`config.mk`:
```
export PLATFORM = sky130hd
export DESIGN_NAME = dpre_device_flat
export DESIGN_NICKNAME = d
export VERILOG_FILES = /design/src/rtl/dpre_pkg.sv /design/src/rtl/dpre_if.sv /design/src/rtl/dpre_device.sv /design/src/flat_wrapper.sv
export SDC_FILE = /design/constraint.sdc
export NUM_CORES = 2
export LEC_CHECK = 0
export BUFFER_PORTS_ARGS = -buffer_cell sky130_fd_sc_hd__buf_2
export CORE_AREA = 2 2 469 471
export CTS_CLUSTER_SIZE = 16
export DETAILED_ROUTE_END_ITERATION = 10
export DIE_AREA = 0 0 471 473
export HOLD_SLACK_MARGIN = 0.15
export PLACE_DENSITY = 0.41
export SLEW_MARGIN = 0
export SYNTH_ARGS = -nofsm -noshare
export SYNTH_HDL_FRONTEND = slang
export SYNTH_SLANG_ARGS = --single-unit
```
`constraint.sdc`:
```
create_clock -name CLOCK -period 5.9 [get_ports CLOCK]
set_clock_uncertainty 0.1 [all_clocks]
set_input_delay 0 -clock CLOCK [delete_from_list [all_inputs] [get_ports CLOCK]]
set_output_delay 0 -clock CLOCK [all_outputs]
set_load 0.005 [all_outputs]
```
`src/rtl/dpre_pkg.sv`:
```
`default_nettype none
package dpre_pkg;
   localparam int AXI_DW      = 32;
   localparam int AXI_AW      = 8;
   localparam int NREG        = 16;
   localparam int WORD_AW     = 4;
   localparam int BYTE_SH     = 2;
   localparam logic [1:0] RESP_OKAY   = 2'h0;
   localparam logic [1:0] RESP_SLVERR = 2'h2;
   localparam logic [31:0] REG_RST    = 32'h0000_0000;
endpackage
`default_nettype wire

```
`src/rtl/dpre_if.sv`:
```
`timescale 1ns/1ns
`default_nettype none
interface dpre_if;
   logic        awvalid;
   logic        awready;
   logic [7:0]  awaddr;
   logic        wvalid;
   logic        wready;
   logic [31:0] wdata;
   logic [3:0]  wstrb;
   logic        bvalid;
   logic        bready;
   logic [1:0]  bresp;
   logic        arvalid;
   logic        arready;
   logic [7:0]  araddr;
   logic        rvalid;
   logic        rready;
   logic [31:0] rdata;
   logic [1:0]  rresp;

   modport device
   (
      input  awvalid, awaddr, wvalid, wdata, wstrb, bready,
      input  arvalid, araddr, rready,
      output awready, wready, bvalid, bresp, arready, rvalid, rdata, rresp
   );
   modport host
   (
      output awvalid, awaddr, wvalid, wdata, wstrb, bready,
      output arvalid, araddr, rready,
      input  awready, wready, bvalid, bresp, arready, rvalid, rdata, rresp
   );
endinterface
`default_nettype wire

```
`src/rtl/dpre_device.sv`:
```
`timescale 1ns/1ns
`default_nettype none
module dpre_device
#(
   parameter int NREG = dpre_pkg::NREG
)
(
   // Clock and reset
   input  wire logic                  CLOCK,
   input  wire logic                  ACTIVE_LOW_RESET_N,
   // Host bus
   dpre_if.device                     BUS,
   // Sequencer port
   input  wire logic                  SEQ_EN,
   input  wire logic                  SEQ_WE,
   input  wire logic [3:0]            SEQ_ADDR,
   input  wire logic [31:0]           SEQ_WDATA,
   output logic [31:0]                SEQ_RDATA,
   // Status inputs and control vectors
   input  wire logic [NREG-1:0][31:0] STATUS_IN,
   input  wire logic [NREG-1:0]       STATUS_SEL,
   output logic [NREG-1:0][31:0]      CTRL_OUT
);
   typedef struct packed {
      logic [NREG-1:0][31:0] regs;
      logic                  awh;
      logic [7:0]            awa;
      logic                  wh;
      logic [31:0]           wd;
      logic [3:0]            ws;
      logic                  bv;
      logic [1:0]            br;
      logic                  rv;
      logic [31:0]           rd;
      logic [1:0]            rr;
      logic [31:0]           sr;
      logic                  awr;
      logic                  wrr;
      logic                  arr;
   } dpre_ds_t;
   dpre_ds_t s_q, s_d;

   // Byte address to word index, low two bits dropped
   function automatic logic [3:0] widx(input logic [7:0] a);
      widx = a[dpre_pkg::BYTE_SH +: dpre_pkg::WORD_AW];
   endfunction

   // Indices past the last register answer the host with an error; the sequencer reads zero
   function automatic logic inmap(input logic [3:0] i);
      inmap = (32'(i) < NREG);
   endfunction

   // Status words are read-only views; control words are stored
   function automatic logic [31:0] view(input dpre_ds_t s,
                                        input logic [3:0] i);
      view = STATUS_SEL[i] ? STATUS_IN[i] : s.regs[i];
   endfunction

   // Lane k carries byte address offset k
   function automatic logic [31:0] merge(input logic [31:0] old,
                                         input logic [31:0] data,
                                         input logic [3:0]  strb);
      merge = old;
      for (int k = 0; k < 4; k++)
      begin
         if (strb[k])
         begin
            merge[8*k +: 8] = data[8*k +: 8];
         end
      end
   endfunction

   // Status words and unmapped indices refuse writes
   function automatic logic wrok(input logic [3:0] i);
      wrok = inmap(i) && !STATUS_SEL[i];
   endfunction

   // Readies stand high through reset so none shows a stale low after it
   function automatic dpre_ds_t rst_state();
      rst_state = '0;
      for (int i = 0; i < NREG; i++)
      begin
         rst_state.regs[i] = dpre_pkg::REG_RST;
      end
      rst_state.awr = 1'b1;
      rst_state.wrr = 1'b1;
      rst_state.arr = 1'b1;
   endfunction

   logic [3:0] hidx;
   logic [3:0] ridx;
   logic       seq_wr;
   logic       host_wr;

   assign hidx    = widx(s_q.awa);
   assign ridx    = widx(BUS.araddr);
   assign seq_wr  = SEQ_EN && SEQ_WE && wrok(SEQ_ADDR);
   assign host_wr = s_q.awh && s_q.wh;

   always_comb
   begin
      s_d = s_q;
      // Address and data may arrive in either order
      if (s_q.awr && BUS.awvalid)
      begin
         s_d.awh = 1'b1;
         s_d.awa = BUS.awaddr;
      end
      if (s_q.wrr && BUS.wvalid)
      begin
         s_d.wh = 1'b1;
         s_d.wd = BUS.wdata;
         s_d.ws = BUS.wstrb;
      end
      if (host_wr)
      begin
         s_d.awh = 1'b0;
         s_d.wh  = 1'b0;
         s_d.bv  = 1'b1;
         if (wrok(hidx))
         begin
            s_d.br = dpre_pkg::RESP_OKAY;
            s_d.regs[hidx] = merge(s_q.regs[hidx], s_q.wd, s_q.ws);
         end
         else
         begin
            s_d.br = dpre_pkg::RESP_SLVERR;
         end
      end
      if (s_q.bv && BUS.bready)
      begin
         s_d.bv = 1'b0;
      end
      if (s_q.arr && BUS.arvalid)
      begin
         s_d.rv = 1'b1;
         if (inmap(ridx))
         begin
            s_d.rd = view(s_q, ridx);
            s_d.rr = dpre_pkg::RESP_OKAY;
         end
         else
         begin
            s_d.rd = '0;
            s_d.rr = dpre_pkg::RESP_SLVERR;
         end
      end
      else if (s_q.rv && BUS.rready)
      begin
         s_d.rv = 1'b0;
      end
      // Sequencer path never waits on the host side
      if (SEQ_EN && inmap(SEQ_ADDR))
      begin
         s_d.sr = view(s_q, SEQ_ADDR); // Old word, even on a write
      end
      else
      begin
         s_d.sr = '0;
      end
      // Applied after the host write so it wins a collision
      if (seq_wr)
      begin
         s_d.regs[SEQ_ADDR] = SEQ_WDATA;
      end
      // Readies follow the slots they guard, one flop each
      s_d.awr = !s_d.awh && !s_d.bv;
      s_d.wrr = !s_d.wh && !s_d.bv;
      s_d.arr = !s_d.rv;
   end

   always_ff @(posedge CLOCK)
   begin
      if (!ACTIVE_LOW_RESET_N)
      begin
         s_q <= rst_state();
      end
      else
      begin
         s_q <= s_d;
      end
   end

   // Every output comes straight from its flop
   assign BUS.awready = s_q.awr;
   assign BUS.wready  = s_q.wrr;
   assign BUS.bvalid  = s_q.bv;
   assign BUS.bresp   = s_q.br;
   assign BUS.arready = s_q.arr;
   assign BUS.rvalid  = s_q.rv;
   assign BUS.rdata   = s_q.rd;
   assign BUS.rresp   = s_q.rr;
   assign SEQ_RDATA   = s_q.sr;
   assign CTRL_OUT    = s_q.regs;
endmodule
`default_nettype wire

```
`src/flat_wrapper.sv`:
```
// flat-port wrapper written by rule: the top's interface ports become plain ports
module dpre_device_flat 
#(
   parameter int NREG = dpre_pkg::NREG
)
  (CLOCK, ACTIVE_LOW_RESET_N, SEQ_EN, SEQ_WE, SEQ_ADDR, SEQ_WDATA, SEQ_RDATA, STATUS_IN, STATUS_SEL, CTRL_OUT, BUS_awvalid, BUS_awaddr, BUS_wvalid, BUS_wdata, BUS_wstrb, BUS_bready, BUS_arvalid, BUS_araddr, BUS_rready, BUS_awready, BUS_wready, BUS_bvalid, BUS_bresp, BUS_arready, BUS_rvalid, BUS_rdata, BUS_rresp);
  dpre_if BUS_i ();
  input  wire logic CLOCK;
  input  wire logic ACTIVE_LOW_RESET_N;
  input  wire logic SEQ_EN;
  input  wire logic SEQ_WE;
  input  wire logic [3:0] SEQ_ADDR;
  input  wire logic [31:0] SEQ_WDATA;
  output logic [31:0] SEQ_RDATA;
  input  wire logic [NREG-1:0][31:0] STATUS_IN;
  input  wire logic [NREG-1:0] STATUS_SEL;
  output logic [NREG-1:0][31:0] CTRL_OUT;
  input wire logic [$bits(BUS_i.awvalid)-1:0] BUS_awvalid;
  input wire logic [$bits(BUS_i.awaddr)-1:0] BUS_awaddr;
  input wire logic [$bits(BUS_i.wvalid)-1:0] BUS_wvalid;
  input wire logic [$bits(BUS_i.wdata)-1:0] BUS_wdata;
  input wire logic [$bits(BUS_i.wstrb)-1:0] BUS_wstrb;
  input wire logic [$bits(BUS_i.bready)-1:0] BUS_bready;
  input wire logic [$bits(BUS_i.arvalid)-1:0] BUS_arvalid;
  input wire logic [$bits(BUS_i.araddr)-1:0] BUS_araddr;
  input wire logic [$bits(BUS_i.rready)-1:0] BUS_rready;
  output wire logic [$bits(BUS_i.awready)-1:0] BUS_awready;
  output wire logic [$bits(BUS_i.wready)-1:0] BUS_wready;
  output wire logic [$bits(BUS_i.bvalid)-1:0] BUS_bvalid;
  output wire logic [$bits(BUS_i.bresp)-1:0] BUS_bresp;
  output wire logic [$bits(BUS_i.arready)-1:0] BUS_arready;
  output wire logic [$bits(BUS_i.rvalid)-1:0] BUS_rvalid;
  output wire logic [$bits(BUS_i.rdata)-1:0] BUS_rdata;
  output wire logic [$bits(BUS_i.rresp)-1:0] BUS_rresp;
  assign BUS_i.awvalid = BUS_awvalid;
  assign BUS_i.awaddr = BUS_awaddr;
  assign BUS_i.wvalid = BUS_wvalid;
  assign BUS_i.wdata = BUS_wdata;
  assign BUS_i.wstrb = BUS_wstrb;
  assign BUS_i.bready = BUS_bready;
  assign BUS_i.arvalid = BUS_arvalid;
  assign BUS_i.araddr = BUS_araddr;
  assign BUS_i.rready = BUS_rready;
  assign BUS_awready = BUS_i.awready;
  assign BUS_wready = BUS_i.wready;
  assign BUS_bvalid = BUS_i.bvalid;
  assign BUS_bresp = BUS_i.bresp;
  assign BUS_arready = BUS_i.arready;
  assign BUS_rvalid = BUS_i.rvalid;
  assign BUS_rdata = BUS_i.rdata;
  assign BUS_rresp = BUS_i.rresp;
  dpre_device #(.NREG(NREG)) u_core (.CLOCK(CLOCK), .ACTIVE_LOW_RESET_N(ACTIVE_LOW_RESET_N), .BUS(BUS_i), .SEQ_EN(SEQ_EN), .SEQ_WE(SEQ_WE), .SEQ_ADDR(SEQ_ADDR), .SEQ_WDATA(SEQ_WDATA), .SEQ_RDATA(SEQ_RDATA), .STATUS_IN(STATUS_IN), .STATUS_SEL(STATUS_SEL), .CTRL_OUT(CTRL_OUT));
endmodule
```
==> metrics.md <==
| Metric | Value |
|---|---|
| I/O pin total | 1210 |
| Fmax | 0.200 GHz |
| DIE HEIGHT | 473 um |
| Tightest Pin Transition | 1330 ps |
| Core Area | 218000 um^2 |
| IO buf count | 1198 |
| CP Class | input pin to flop |
| Final period util | 84.7% |
| RSZ-0062 raised after global routing | false |
| Worst Hold Class | input pin to flop |
| FP Rows | 172 |
| Bufs on Longest Clock Path | 3 |
| Total GRT Usage | 28.1% |
| FILL cells | 23100 |
| Logic pwr share | 20.8% |
| Status | complete, no violations |
| Post-Syn Instances | 4191 |
| Yosys top cell area share | 33.6% |
| Layout cells sized above 1 | 48.6% |
| Die area | 223000 um^2 |
| DP HPWL | 237000 um |
| Setup bufs post-CTS | 0 |
| Post-Syn Area | 48100 um^2 |
| Max cap viols | 0 |
| Vias/cell | 6.02 |
| Pin count of the biggest net entering global routing | 191 |
| Final Power | 12.5 mW |
| Gpl congestion | 0.920 |
| Post-route non-filler standard cell count | 7800 |
| DIE WIDTH | 471 um |
| Vias | 46900 |
| FF+latch area | 12500 um^2 |
| Post-synth ARST share | 0% |
| Most area-hungry cell type in the Yosys netlist | mux4_2 |
| Clk_lat worst skew | 750 ps |
| Placed insts | 7209 |
| Slew Limit Fails | 0 |
| Finished Cell Area | 58900 um^2 |
| Count leader, synth | mux4_2 |
| Placed cell area | 52100 um^2 |
| Wire per inst | 42.1 um |
| Setup Total Neg Slack | 0 ps |
| FF+latch count, synth | 624 |
| Worst-path clk slew | 60 ps |
| Routed Antenna Nets | 0 |
| Kind of end point of the critical path | flop |
| Commonest cells post-synth | mux4_2, dfxtp_1, buf_4 |
| First-pass GRT wire length | 429000 um |
| Number of distinct library cells after synthesis | 41 |
| Slew headroom | 11.5% |
| Sequential power share | 35.5% |
| Static leakage | 21.1 nW |
| Post-synth EDFFs | 0 |
| WP data arrival | 5530 ps |
| Vias in the first global route | 45000 |
| Area of the multi-input gates | 28800 um^2 |
| Synth Warn # | 0 |
| Critical Path RT | 6430 ps |
| Drt pass-1 iters | 6 |
| Clock Power Share | 43.7% |
| Final Net Count | 5439 |
| Final WL | 328000 um |
| Leading post-synthesis cells by cell area | mux4_2, dfxtp_1, a311oi_1 |
| Initial Utilization | 22.0% |
| Clock sinks | 624 |
| Sw frac | 31.1% |
| Top FF cell, synth | dfxtp_1 |
| Endpoints failing setup | 0 |
| Antenna violations before repair | 98 |
| PwrDens | 212 nW/um^2 |
| Final Critical Period | 5000 ps |
| Root buffer cell | clkbuf_16 |
| CTS tree | built |
| DRT iter0 DRCs | 6022 |
| Crit path launch | SEQ_ADDR[1] |
| CP Launch Type | input pin |
| Worst flop-to-flop path startpoint | u_core.hidx[1]$_SDFFE_PN0P_ |
| CP max FO | 100 |
| Peak supply drop | 0.223 mV |
| Grt total ovfl | 0 |
| Seq/Total Area, Yosys | 26.0% |
| Hold Vio Cnt, Final | 0 |
| Cell-internal power | 8.60 mW |
| HP Start | BUS_araddr[3] |
| Psw | 3.89 mW |
| DRC | 0 |
| H-tree depth | 3 |
| Post-Syn Area per Cell | 11.5 um^2 |
| CTS Buf Count | 85 |
| Area Overhead vs Synth | 22.5% |
## cell type report
cell class | instances | share of cell area (%)
Antenna cell | 49 | 0.208
Tap cell | 2871 | 6.10
Multi-Input combinational cell | 2391 | 48.8
Clock inverter | 30 | 0.650
Inverter | 2 | 0.0255
Sequential cell | 624 | 21.2
Clock buffer | 123 | 4.18
Timing Repair Buffer | 1710 | 18.8
## metal layers
layer	GRT usage [%]	vias up	wire length (um)
met5	0	-	152
met1	34.1	24600	124000
met2	44.8	3279	151000
li1	-	18300	-
met3	7.80	668	32000
met4	15.9	22	20800
## power groups by stage
stage          Clock [mW]  Sequential, mW  Combinational [mW]
6_report             5.46            4.44                2.60
3_5_place_dp            0            4.53                2.27
5_1_grt              5.67            4.45                2.70
4_1_cts              5.54            4.44                2.59
2_1_floorplan           0            4.45                1.39
3_3_place_gp            0            4.53                2.26
## cell families (layout without fill, tap and decap cells)
group                  after synthesis  count (layout)  share of synthesized area [%]
other                                1              52                        0.00780
DFF                                624             624                           26.0
muxes                              849             849                           36.6
and+or+nand+nor                    247             247                           2.60
AOI/OAI and AO/OA                 1292            1292                           20.3
buffers and inverters             1178            1865                           14.5
## placed cells by master, fill, tap and decap left out, types with 33 or more instances in the layout
master and count:
buf_4 104, dlygate4sd3_1 389, mux2_2 99, a22o_1 64, dfxtp_1 621, a221oi_1 64
diode_2 49, clkbuf_16 86, o21ai_0 33, nor2_1 39, a311oi_1 512, a21oi_1 73
o22ai_1 512, nand2_1 113, buf_2 1192, mux4_2 718
## path summary, 6_finish.rpt
path / to / slack (ps) / cells past startpoint
worst max-delay path: u_core.SEQ_RDATA[12]$_SDFF_PN0_ / 900 / 11
worst min register to register: u_core.s_q[99]$_SDFFE_PN0P_ / 360 / 2
worst max register to register: u_core.CTRL_OUT[235]$_SDFF_PN0_ / 1810 / 6
worst min-delay path: u_core.BUS.rdata[3]$_SDFFE_PN0P_ / 210 / 5
## stage by stage
step / hold slack (ps) / util (%) / setup slack [ps]
floorplan: 36.0 / - / 3340
global placement: 159 / 23.9 / 1700
detailed placement: 150 / 23.9 / 1720
CTS: 161 / 27.0 / 1090
global route: 197 / 27.0 / 888
finish: 213 / 27.0 / 900
## flip-flops by register name (all words and copies together), names as in the netlist
signal              count
u_core.BUS.awready      1
u_core.BUS.bresp        1
u_core.s_q             38
u_core.BUS.bvalid       1
u_core.BUS.wready       1
u_core.CTRL_OUT       512
u_core.BUS.rvalid       1
u_core.BUS.arready      1
u_core.SEQ_RDATA       32
u_core.hidx             4
u_core.BUS.rdata       32
## critical path, stage by stage
cell and delay [ps]:
buf_8 390, buf_12 570, buf_4 840, mux4_2 400, dlygate4sd3_1 570, mux4_2 450
dlygate4sd3_1 570, mux2i_1 150, dlygate4sd3_1 620, nor2_1 50, dlygate4sd3_1 570
## repair_timing
item                                    CTS  global route
hold buffers                            389             0
gates resized for setup                   0             0
endpoints found under the setup margin    0             0
hold endpoints to repair                624             0
(Power assumes the default switching activity.)
